### config.mk
export PLATFORM = sky130hd
export DESIGN_NAME = pcseq_top
export DESIGN_NICKNAME = d
export VERILOG_FILES = /design/src/include/pcseq_pkg.sv /design/src/logic/pcseq_stack.sv /design/src/logic/pcseq_top.sv
export SDC_FILE = /design/constraint.sdc
export NUM_CORES = 1
export LEC_CHECK = 0
export ABC_AREA = 1
export ABC_CLOCK_PERIOD_IN_PS = 3300
export BUFFER_PORTS_ARGS = -buffer_cell sky130_fd_sc_hd__buf_2
export CORE_MARGIN = 2
export CORE_UTILIZATION = 25
export CTS_BUF_LIST = sky130_fd_sc_hd__clkbuf_4 sky130_fd_sc_hd__clkbuf_8
export CTS_CLUSTER_SIZE = 8
export DETAILED_ROUTE_END_ITERATION = 12
export PLACE_DENSITY_LB_ADDON = 0.15
export SYNTH_ARGS = -nofsm -noshare
export SYNTH_HDL_FRONTEND = slang
export SYNTH_SLANG_ARGS = --single-unit
### constraint.sdc
create_clock -name core_clk -period 3.3 [get_ports core_clk]
set_input_delay 0.33 -clock core_clk [delete_from_list [all_inputs] [get_ports core_clk]]
set_output_delay 0.33 -clock core_clk [all_outputs]
set_load 0.005 [all_outputs]
### src/include/pcseq_pkg.sv
// Constants and types for the program counter sequencer.
// Assumes a decoder that issues one sequencing command per instruction cycle.
//------------------------------------------------------------------------------
// Package
//------------------------------------------------------------------------------
package pcseq_pkg;

  localparam int PC_W        = 12;
  localparam int TARGET_W    = 10;
  localparam int DATA_W      = 8;
  localparam int INSTR_W     = 13;
  localparam int PAGE_WORDS  = 1024;
  localparam int STACK_DEPTH = 8;
  localparam logic [11:0] PC_RESET = 12'h000;

  // Status register page-select positions
  localparam int PAGE_HIGH_BIT = 6;
  localparam int PAGE_LOW_BIT  = 5;

  // AXI4-Lite register byte addresses
  localparam logic [7:0] ADDR_PC     = 8'h00;
  localparam logic [7:0] ADDR_STATUS = 8'h04;
  localparam logic [7:0] ADDR_OPTION = 8'h08;
  localparam logic [7:0] ADDR_DEPTH  = 8'h0c;

  localparam logic [1:0] RESP_OKAY   = 2'h0;
  localparam logic [1:0] RESP_SLVERR = 2'h2;

  // Sequencing commands from the decoder
  typedef enum logic [2:0]
  {
    PCSEQ_OP_NEXT   = 3'h0,
    PCSEQ_OP_JUMP   = 3'h1,
    PCSEQ_OP_CALL   = 3'h2,
    PCSEQ_OP_RETURN = 3'h3,
    PCSEQ_OP_ADD    = 3'h4,
    PCSEQ_OP_WRITE  = 3'h5,
    PCSEQ_OP_NONE   = 3'h6
  } pcseq_op_t;

endpackage

### src/logic/pcseq_stack.sv
// Circular hardware return stack.
// Assumes the caller never pushes and pops in the same cycle.
`timescale 1ns/1ps
`default_nettype none

module pcseq_stack #(
  parameter int DEPTH = pcseq_pkg::STACK_DEPTH,
  parameter int W     = pcseq_pkg::PC_W
) (
  // Clock and reset
  input  wire logic         core_clk,
  input  wire logic         reset_n,
  // Control
  input  wire logic         push,
  input  wire logic         pop,
  input  wire logic [W-1:0] push_data,
  // State
  output logic      [W-1:0] top_data,
  output logic      [7:0]   fill_level
);

  localparam int PW = (DEPTH > 1) ? $clog2(DEPTH) : 1;

  logic [W-1:0]  entry_ff [DEPTH];
  logic [PW-1:0] ptr_ff;
  logic [PW-1:0] nxt_ptr;
  logic [7:0]    cnt_ff;
  logic [7:0]    nxt_cnt;
  logic [PW-1:0] top_idx;

  // Top of stack sits one below the write pointer
  always_comb
  begin
    top_idx = (ptr_ff == '0) ? PW'(DEPTH - 1) : ptr_ff - 1'b1;
    top_data = entry_ff[top_idx];
    fill_level = cnt_ff;
  end

  // Pointer wraps, so overflow overwrites the oldest entry
  always_comb
  begin
    nxt_ptr = ptr_ff;
    nxt_cnt = cnt_ff;
    if (push)
    begin
      nxt_ptr = (ptr_ff == PW'(DEPTH - 1)) ? '0 : ptr_ff + 1'b1;
      if (cnt_ff != 8'(DEPTH))
        nxt_cnt = cnt_ff + 8'h01;
    end
    else if (pop)
    begin
      nxt_ptr = top_idx;
      if (cnt_ff != 8'h00)
        nxt_cnt = cnt_ff - 8'h01;
    end
  end

  // Entries have no reset; popping empty returns stale data by design
  always_ff @(posedge core_clk)
  begin
    if (push)
      entry_ff[ptr_ff] <= push_data;
  end

  always_ff @(posedge core_clk)
  begin
    if (!reset_n)
    begin
      ptr_ff <= '0;
      cnt_ff <= 8'h00;
    end
    else
    begin
      ptr_ff <= nxt_ptr;
      cnt_ff <= nxt_cnt;
    end
  end

endmodule

`default_nettype wire

### src/logic/pcseq_top.sv
// Program counter and return stack sequencer with AXI4-Lite registers.
// Assumes the decoder holds each command until cmd_ready is high.
//
// Our own choices: register access over AXI4-Lite and the placing of the registers.
`timescale 1ns/1ps
`default_nettype none

module pcseq_top #(
  parameter int STACK_DEPTH = pcseq_pkg::STACK_DEPTH
) (
  // Clock and reset
  input  wire logic        core_clk,
  input  wire logic        reset_n,
  // Decoder command
  input  wire logic        cmd_valid,
  input  wire logic [2:0]  cmd_op,
  input  wire logic [9:0]  cmd_target,
  input  wire logic [7:0]  cmd_data,
  output logic             cmd_ready,
  // Status register from the core
  input  wire logic [7:0]  status_flags_reg,
  // Program memory fetch
  output logic [11:0]      fetch_addr,
  output logic             fetch_valid,
  // AXI4-Lite write address
  input  wire logic        s_axi_awvalid,
  output logic             s_axi_awready,
  input  wire logic [7:0]  s_axi_awaddr,
  // AXI4-Lite write data
  input  wire logic        s_axi_wvalid,
  output logic             s_axi_wready,
  input  wire logic [31:0] s_axi_wdata,
  input  wire logic [3:0]  s_axi_wstrb,
  // AXI4-Lite write response
  output logic             s_axi_bvalid,
  input  wire logic        s_axi_bready,
  output logic [1:0]       s_axi_bresp,
  // AXI4-Lite read address
  input  wire logic        s_axi_arvalid,
  output logic             s_axi_arready,
  input  wire logic [7:0]  s_axi_araddr,
  // AXI4-Lite read data
  output logic             s_axi_rvalid,
  input  wire logic        s_axi_rready,
  output logic [31:0]      s_axi_rdata,
  output logic [1:0]       s_axi_rresp
);

  //----------------------------------------------------------------------------
  // Declarations
  //----------------------------------------------------------------------------
  typedef enum {PCSEQ_RUN, PCSEQ_STALL} pcseq_state_t;

  pcseq_state_t  state_ff;
  pcseq_state_t  nxt_state;
  logic [11:0]   pc_ff;
  logic [11:0]   nxt_pc;
  logic          fetch_valid_ff;
  logic          nxt_fetch_valid;
  logic          branch_cycle_option_ff;
  logic          nxt_branch_cycle_option;
  logic [1:0]    page_bits;
  logic          push;
  logic          pop;
  logic [11:0]   stack_top;
  logic [7:0]    stack_fill;
  logic          take;
  logic          writes_pc;

  // Write channel state
  logic          aw_hold_ff;
  logic          nxt_aw_hold;
  logic [7:0]    aw_addr_ff;
  logic [7:0]    nxt_aw_addr;
  logic          w_hold_ff;
  logic          nxt_w_hold;
  logic [31:0]   w_data_ff;
  logic [31:0]   nxt_w_data;
  logic [3:0]    w_strb_ff;
  logic [3:0]    nxt_w_strb;
  logic          bvalid_ff;
  logic          nxt_bvalid;
  logic [1:0]    bresp_ff;
  logic [1:0]    nxt_bresp;
  logic          sw_pc_we;
  logic [11:0]   sw_pc_val;

  // Read channel state
  logic          rvalid_ff;
  logic          nxt_rvalid;
  logic [31:0]   rdata_ff;
  logic [31:0]   nxt_rdata;
  logic [1:0]    rresp_ff;
  logic [1:0]    nxt_rresp;

  //----------------------------------------------------------------------------
  // Return stack
  //----------------------------------------------------------------------------
  pcseq_stack #(
    .DEPTH (STACK_DEPTH),
    .W     (pcseq_pkg::PC_W)
  ) u_stack (
    .core_clk   (core_clk),
    .reset_n    (reset_n),
    .push       (push),
    .pop        (pop),
    .push_data  (pc_ff + 12'h001),
    .top_data   (stack_top),
    .fill_level (stack_fill)
  );

  //----------------------------------------------------------------------------
  // Sequencer
  //----------------------------------------------------------------------------
  // Page select bits from the status register
  assign page_bits = {status_flags_reg[pcseq_pkg::PAGE_HIGH_BIT],
                      status_flags_reg[pcseq_pkg::PAGE_LOW_BIT]};

  // Stall state drops the command port for the extra branch cycle
  assign cmd_ready = (state_ff == PCSEQ_RUN);
  assign take = cmd_valid && cmd_ready;
  assign writes_pc = (cmd_op == pcseq_pkg::PCSEQ_OP_JUMP) ||
                     (cmd_op == pcseq_pkg::PCSEQ_OP_CALL) ||
                     (cmd_op == pcseq_pkg::PCSEQ_OP_RETURN) ||
                     (cmd_op == pcseq_pkg::PCSEQ_OP_ADD) ||
                     (cmd_op == pcseq_pkg::PCSEQ_OP_WRITE);
  assign push = take && (cmd_op == pcseq_pkg::PCSEQ_OP_CALL);
  assign pop  = take && (cmd_op == pcseq_pkg::PCSEQ_OP_RETURN);

  // Next counter value per command
  always_comb
  begin
    nxt_pc = pc_ff;
    nxt_state = state_ff;
    nxt_fetch_valid = 1'b1;
    case (state_ff)
      PCSEQ_RUN:
      begin
        if (take)
        begin
          case (cmd_op)
            pcseq_pkg::PCSEQ_OP_NEXT:
              nxt_pc = pc_ff + 12'h001;
            pcseq_pkg::PCSEQ_OP_JUMP:
              nxt_pc = {page_bits, cmd_target};
            pcseq_pkg::PCSEQ_OP_CALL:
              nxt_pc = {page_bits, cmd_target};
            pcseq_pkg::PCSEQ_OP_RETURN:
              nxt_pc = stack_top;
            pcseq_pkg::PCSEQ_OP_ADD:
              nxt_pc = pc_ff + {4'h0, cmd_data};
            pcseq_pkg::PCSEQ_OP_WRITE:
              nxt_pc = {page_bits, pc_ff[9:8], cmd_data};
            default:
              nxt_pc = pc_ff;
          endcase
          // Two-cycle option flushes the prefetched word
          if (writes_pc && branch_cycle_option_ff)
          begin
            nxt_state = PCSEQ_STALL;
            nxt_fetch_valid = 1'b0;
          end
        end
        else if (sw_pc_we)
        begin
          nxt_pc = sw_pc_val;
        end
      end
      PCSEQ_STALL:
      begin
        nxt_state = PCSEQ_RUN;
        // Software write still lands while the command port is stalled
        if (sw_pc_we)
          nxt_pc = sw_pc_val;
      end
      default:
      begin
        nxt_state = PCSEQ_RUN;
      end
    endcase
  end

  always_ff @(posedge core_clk)
  begin
    if (!reset_n)
    begin
      pc_ff          <= pcseq_pkg::PC_RESET;
      state_ff       <= PCSEQ_RUN;
      fetch_valid_ff <= 1'b0;
    end
    else
    begin
      pc_ff          <= nxt_pc;
      state_ff       <= nxt_state;
      fetch_valid_ff <= nxt_fetch_valid;
    end
  end

  // Counter drives the fetch address directly
  assign fetch_addr  = pc_ff;
  assign fetch_valid = fetch_valid_ff;

  //----------------------------------------------------------------------------
  // AXI4-Lite write path
  //----------------------------------------------------------------------------
  assign s_axi_awready = !aw_hold_ff && !bvalid_ff;
  assign s_axi_wready  = !w_hold_ff && !bvalid_ff;
  assign s_axi_bvalid  = bvalid_ff;
  assign s_axi_bresp   = bresp_ff;
  // Decoder command wins over software in the same cycle
  assign sw_pc_we  = aw_hold_ff && w_hold_ff && !bvalid_ff &&
                     (aw_addr_ff == pcseq_pkg::ADDR_PC);
  assign sw_pc_val = {w_strb_ff[1] ? w_data_ff[11:8] : pc_ff[11:8],
                      w_strb_ff[0] ? w_data_ff[7:0] : pc_ff[7:0]};

  // Address and data latch in either order, response when both held
  always_comb
  begin
    nxt_aw_hold = aw_hold_ff;
    nxt_aw_addr = aw_addr_ff;
    nxt_w_hold  = w_hold_ff;
    nxt_w_data  = w_data_ff;
    nxt_w_strb  = w_strb_ff;
    nxt_bvalid  = bvalid_ff;
    nxt_bresp   = bresp_ff;
    nxt_branch_cycle_option = branch_cycle_option_ff;
    if (s_axi_awvalid && s_axi_awready)
    begin
      nxt_aw_hold = 1'b1;
      nxt_aw_addr = s_axi_awaddr;
    end
    if (s_axi_wvalid && s_axi_wready)
    begin
      nxt_w_hold = 1'b1;
      nxt_w_data = s_axi_wdata;
      nxt_w_strb = s_axi_wstrb;
    end
    if (aw_hold_ff && w_hold_ff && !bvalid_ff)
    begin
      // PC write waits while the decoder owns the counter this cycle
      if (!(sw_pc_we && take))
      begin
        nxt_bvalid  = 1'b1;
        nxt_aw_hold = 1'b0;
        nxt_w_hold  = 1'b0;
        nxt_bresp   = pcseq_pkg::RESP_OKAY;
        case (aw_addr_ff)
          pcseq_pkg::ADDR_PC:
            nxt_bresp = pcseq_pkg::RESP_OKAY;
          pcseq_pkg::ADDR_OPTION:
          begin
            if (w_strb_ff[0])
              nxt_branch_cycle_option = w_data_ff[0];
          end
          pcseq_pkg::ADDR_STATUS,
          pcseq_pkg::ADDR_DEPTH:
            nxt_bresp = pcseq_pkg::RESP_OKAY;
          default:
            nxt_bresp = pcseq_pkg::RESP_SLVERR;
        endcase
      end
    end
    if (bvalid_ff && s_axi_bready)
      nxt_bvalid = 1'b0;
  end

  always_ff @(posedge core_clk)
  begin
    if (!reset_n)
    begin
      aw_hold_ff <= 1'b0;
      aw_addr_ff <= 8'h00;
      w_hold_ff  <= 1'b0;
      w_data_ff  <= 32'h0000_0000;
      w_strb_ff  <= 4'h0;
      bvalid_ff  <= 1'b0;
      bresp_ff   <= pcseq_pkg::RESP_OKAY;
      branch_cycle_option_ff <= 1'b0;
    end
    else
    begin
      aw_hold_ff <= nxt_aw_hold;
      aw_addr_ff <= nxt_aw_addr;
      w_hold_ff  <= nxt_w_hold;
      w_data_ff  <= nxt_w_data;
      w_strb_ff  <= nxt_w_strb;
      bvalid_ff  <= nxt_bvalid;
      bresp_ff   <= nxt_bresp;
      branch_cycle_option_ff <= nxt_branch_cycle_option;
    end
  end

  //----------------------------------------------------------------------------
  // AXI4-Lite read path
  //----------------------------------------------------------------------------
  assign s_axi_arready = !rvalid_ff;
  assign s_axi_rvalid  = rvalid_ff;
  assign s_axi_rdata   = rdata_ff;
  assign s_axi_rresp   = rresp_ff;

  // Read data captured on the same edge that takes the address, valid from the next cycle
  always_comb
  begin
    nxt_rvalid = rvalid_ff;
    nxt_rdata  = rdata_ff;
    nxt_rresp  = rresp_ff;
    if (s_axi_arvalid && s_axi_arready)
    begin
      nxt_rvalid = 1'b1;
      nxt_rresp  = pcseq_pkg::RESP_OKAY;
      case (s_axi_araddr)
        pcseq_pkg::ADDR_PC:
          nxt_rdata = {20'h00000, pc_ff};
        pcseq_pkg::ADDR_STATUS:
          nxt_rdata = {22'h000000, ~cmd_ready, page_bits, stack_fill[6:0]};
        pcseq_pkg::ADDR_OPTION:
          nxt_rdata = {31'h00000000, branch_cycle_option_ff};
        pcseq_pkg::ADDR_DEPTH:
          nxt_rdata = {24'h000000, 8'(STACK_DEPTH)};
        default:
        begin
          nxt_rdata = 32'h0000_0000;
          nxt_rresp = pcseq_pkg::RESP_SLVERR;
        end
      endcase
    end
    else if (rvalid_ff && s_axi_rready)
    begin
      nxt_rvalid = 1'b0;
    end
  end

  always_ff @(posedge core_clk)
  begin
    if (!reset_n)
    begin
      rvalid_ff <= 1'b0;
      rdata_ff  <= 32'h0000_0000;
      rresp_ff  <= pcseq_pkg::RESP_OKAY;
    end
    else
    begin
      rvalid_ff <= nxt_rvalid;
      rdata_ff  <= nxt_rdata;
      rresp_ff  <= nxt_rresp;
    end
  end

endmodule

`default_nettype wire

==> qor.csv <==
stage,metric,value,unit
timing,finalCritPeriodShare,80.0,%
grt,grt_pass1_wl,42.8,mm
power,ir_worst_vdd,0.171,mV
detailed_routing,ant_nets,0,
clocking,cts_resized,0,
critical_path,rrSetupSlack,0.66,ns
critical_path,cp-end-kind,register,
final_layout,instances_no_fill,1605,
timing,setup_viol,0,
critical_path,crit_path_frequent_cell,nand3_1,
timing,rsz0062_at_grt,false,
timing,tns,0,ns
critical_path,crit_path_start_kind,register,
detailed_routing,viasPerCell,4.53,
timing,hold_slack,0.122,ns
detailed_routing,wl_per_cell,17.3,um
floorplan,die_area,35600,um2
floorplan,start_util,25.4,%
power,power_frac_clock,31.2,%
worst_hold_path,hold_class,in2reg,
grt,antenna_found_initial,0,
final_layout,synthToLayoutAreaGrowth,15.7,%
clocking,path_clk_slew,0.09,ns
synth,synth_edf_count,96,
clocking,clkLatencyLatePin,0.46,ns
synth,synth_cell_types,47,
final_layout,final_cell_mix,"212 x nand2_1, 133 x inv_1, 109 x nand3_1",
outcome,outcome,finished clean,
timing,post-route-min-period,2.64,ns
detailed_routing,drt-total-wl,27.8,mm
power,p_leak,4.19,nW
grt,grtUsageTotal,16.0,%
detailed_routing,vias,7272,
timing,finalMaxSlewViolations,0,
critical_path,crit_fanout,48,
clocking,htreeDepth,4,
grt,grt_pass1_vias,7103,
detailed_routing,initialDrtViolationCount,523,
timing,timing.final.ws_setup,0.662,ns
critical_path,slowest_stage,dfxtp_1,
power,p_sw_share,31.7,%
synth,synth-warning-count,0,
clocking,cts_buffers,17,
synth,ys.flop_type,edfxtp_1,
synth,synthArstFlopShare,0,%
final_layout,drive_above_1_share,15.6,%
place,hpwlAfterDp,20.0,mm
synth,avgSynthCellArea,8.14,um2
grt,globalRouteOverflowTotal,0,
timing,fin_skew,0.0131,ns
timing,final_hold_viol_count,0,
critical_path,crit_family,simple AND/OR/NAND/NOR gates,
place,port_buffers,93,
floorplan,die_w,189,um
detailed_routing,drc_errors,0,
final_layout,diodes,0,
grt,grt_max_degree,50,
synth,synth_area,8520,um2
critical_path,max_stage_delay,0.50,ns
place,dp_cells,1572,
critical_path,cp.arrival,3.02,ns
timing,fmax,379,MHz
timing,worst_pin_slew,0.762,ns
timing,relSlewSlack,49.0,%
place,dp_slack,0.663,ns
clocking,cts_tree,done,
power,p_seq_share,52.1,%
clocking,post_cts.repair.setup_buffers,0,
synth,syn_inst,1046,
critical_path,critPathRequiredTime,3.68,ns
floorplan,core,33500,um2
synth,ys_seq_elements,162,
detailed_routing,drtPass1Iterations,5,
clocking,cts.sinks,162,
power,power.switching,1.39,mW
critical_path,cp_cell_sequence,inv_2 > ha_1 > ha_1 > inv_2 > nand2_2 > buf_12 > a21oi_1 > o21ai_0 > nand3_1 > nand3_1 > nand3_1 > nand3_1 > a21oi_1,
final_layout,nets,1254,
place,place_congestion,0.840,
floorplan,row_count,67,
power,cellInternalPower,3.00,mW
floorplan,ios,144,
clocking,clock_path_buffers,2,
flow_run,cap_violations,0,
floorplan,die_y,189,um
clocking,cts_root_buf,clkbuf_8,
critical_path,path_buf_inv,3,
power,combPwrFrac,16.7,%
critical_path,critPathKind,reg2reg,
synth,seq_area_frac_synth,49.3,%
power,p_per_area,446,nW/um2
final_layout,final_common_cell,nand2_1,
==> state kept, by name (all words and copies together) (netlist names), 2 cells and up <==
| register | cells |
|---|---|
| aw_addr_ff | 8 |
| fetch_addr | 12 |
| s_axi_rdata | 12 |
| u_stack.entry_ff | 96 |
| u_stack.fill_level | 8 |
| u_stack.ptr_ff | 3 |
| w_data_ff | 12 |
| w_strb_ff | 2 |
==> kinds of logic (layout without fill, tap and decap cells) <==
| family | after synthesis | in the layout | synth area share (%) |
|---|---|---|---|
| and+or+nand+nor | 459 | 459 | 23.8 |
| buffers and inverters | 205 | 295 | 10.5 |
| AOI/OAI and AO/OA | 186 | 186 | 11.8 |
| DFF | 162 | 162 | 49.3 |
| adders and majority gates | 21 | 21 | 3.26 |
| xor gates and xnor gates | 12 | 12 | 1.23 |
| other | 1 | 22 | 0.0440 |
==> worst paths after layout <==
| path | startpoint | end | depth (start not counted) |
|---|---|---|---|
| setup / recovery | u_stack.ptr_ff[0]$_SDFFE_PN0P_ | fetch_addr[2]$_SDFFE_PN0P_ | 13 |
| hold / removal | s_axi_awaddr[4] | aw_addr_ff[4]$_SDFFE_PN0P_ | 3 |
| setup reg to reg | u_stack.ptr_ff[0]$_SDFFE_PN0P_ | fetch_addr[2]$_SDFFE_PN0P_ | 13 |
| hold reg to reg | aw_addr_ff[1]$_SDFFE_PN0P_ | aw_addr_ff[1]$_SDFFE_PN0P_ | 2 |
==> cell usage after synthesis (all sizes together) (2+ instances only) <==
library cell / n / share of area, %
a21oi: 73 / 4.3
clkbuf: 18 / 0.79
o211ai: 16 / 1.4
fa: 2 / 0.47
nand2: 217 / 9.7
nor2: 93 / 4.6
nor4: 2 / 0.15
ha: 19 / 2.8
nand4: 16 / 1.2
dfxtp: 66 / 16
and3: 2 / 0.15
buf: 42 / 3.3
nand3: 110 / 6.5
or2: 2 / 0.15
nor3: 11 / 0.78
o22ai: 4 / 0.29
xnor2: 2 / 0.21
and2: 4 / 0.29
o21ai: 85 / 5.0
inv: 144 / 6.3
xor2: 10 / 1.0
a31oi: 2 / 0.15
edfxtp: 96 / 34
==> tightest hold or removal path: stages <==
cell and delay [ns]:
buf_2 0.07, o21ai_0 0.07, nor2_1 0.08
==> power by group through the flow <==
stage | combinational, mW | sequential (mW) | clock (mW)
6_report | 0.733 | 2.29 | 1.37
5_1_grt | 0.833 | 2.30 | 1.51
3_5_place_dp | 0.739 | 2.34 | 0
4_1_cts | 0.742 | 2.29 | 1.42
2_1_floorplan | 0.489 | 2.31 | 0
3_3_place_gp | 0.736 | 2.34 | 0
==> area by class of cell <==
type / count / area [um2]
Clock buffer: 17 / 234
Clock inverter: 15 / 126
Fill cell: 3711 / 23700
Inverter: 145 / 544
Multi-Input combinational cell: 700 / 3520
Sequential cell: 162 / 4200
Tap cell: 448 / 561
Timing Repair Buffer: 118 / 668
==> what timing repair did <==
item | CTS | global route
endpoints found under the setup margin | 0 | 0
hold endpoints to repair | 1 | 0
hold buffers | 1 | 0
==> per-stage QoR <==
step / power, mW / util, % / instance area (um2)
6_report: 4.40 / 29.4 / 9860
3_3_place_gp: 3.08 / 28.3 / 9490
3_5_place_dp: 3.08 / 28.3 / 9490
2_1_floorplan: 2.80 / - / 8600
4_1_cts: 4.46 / 29.4 / 9860
5_1_grt: 4.64 / 29.4 / 9860
==> per-layer routing <==
| layer | vias up | global-route usage, % | wire [um] |
|---|---|---|---|
| li1 | 3630 | - | - |
| met1 | 3472 | 21.0 | 13000 |
| met2 | 147 | 27.0 | 13400 |
| met3 | 23 | 2.83 | 955 |
| met4 | 0 | 4.42 | 429 |
| met5 | - | 0 | 0 |
Power figures use the tool's default switching activity.
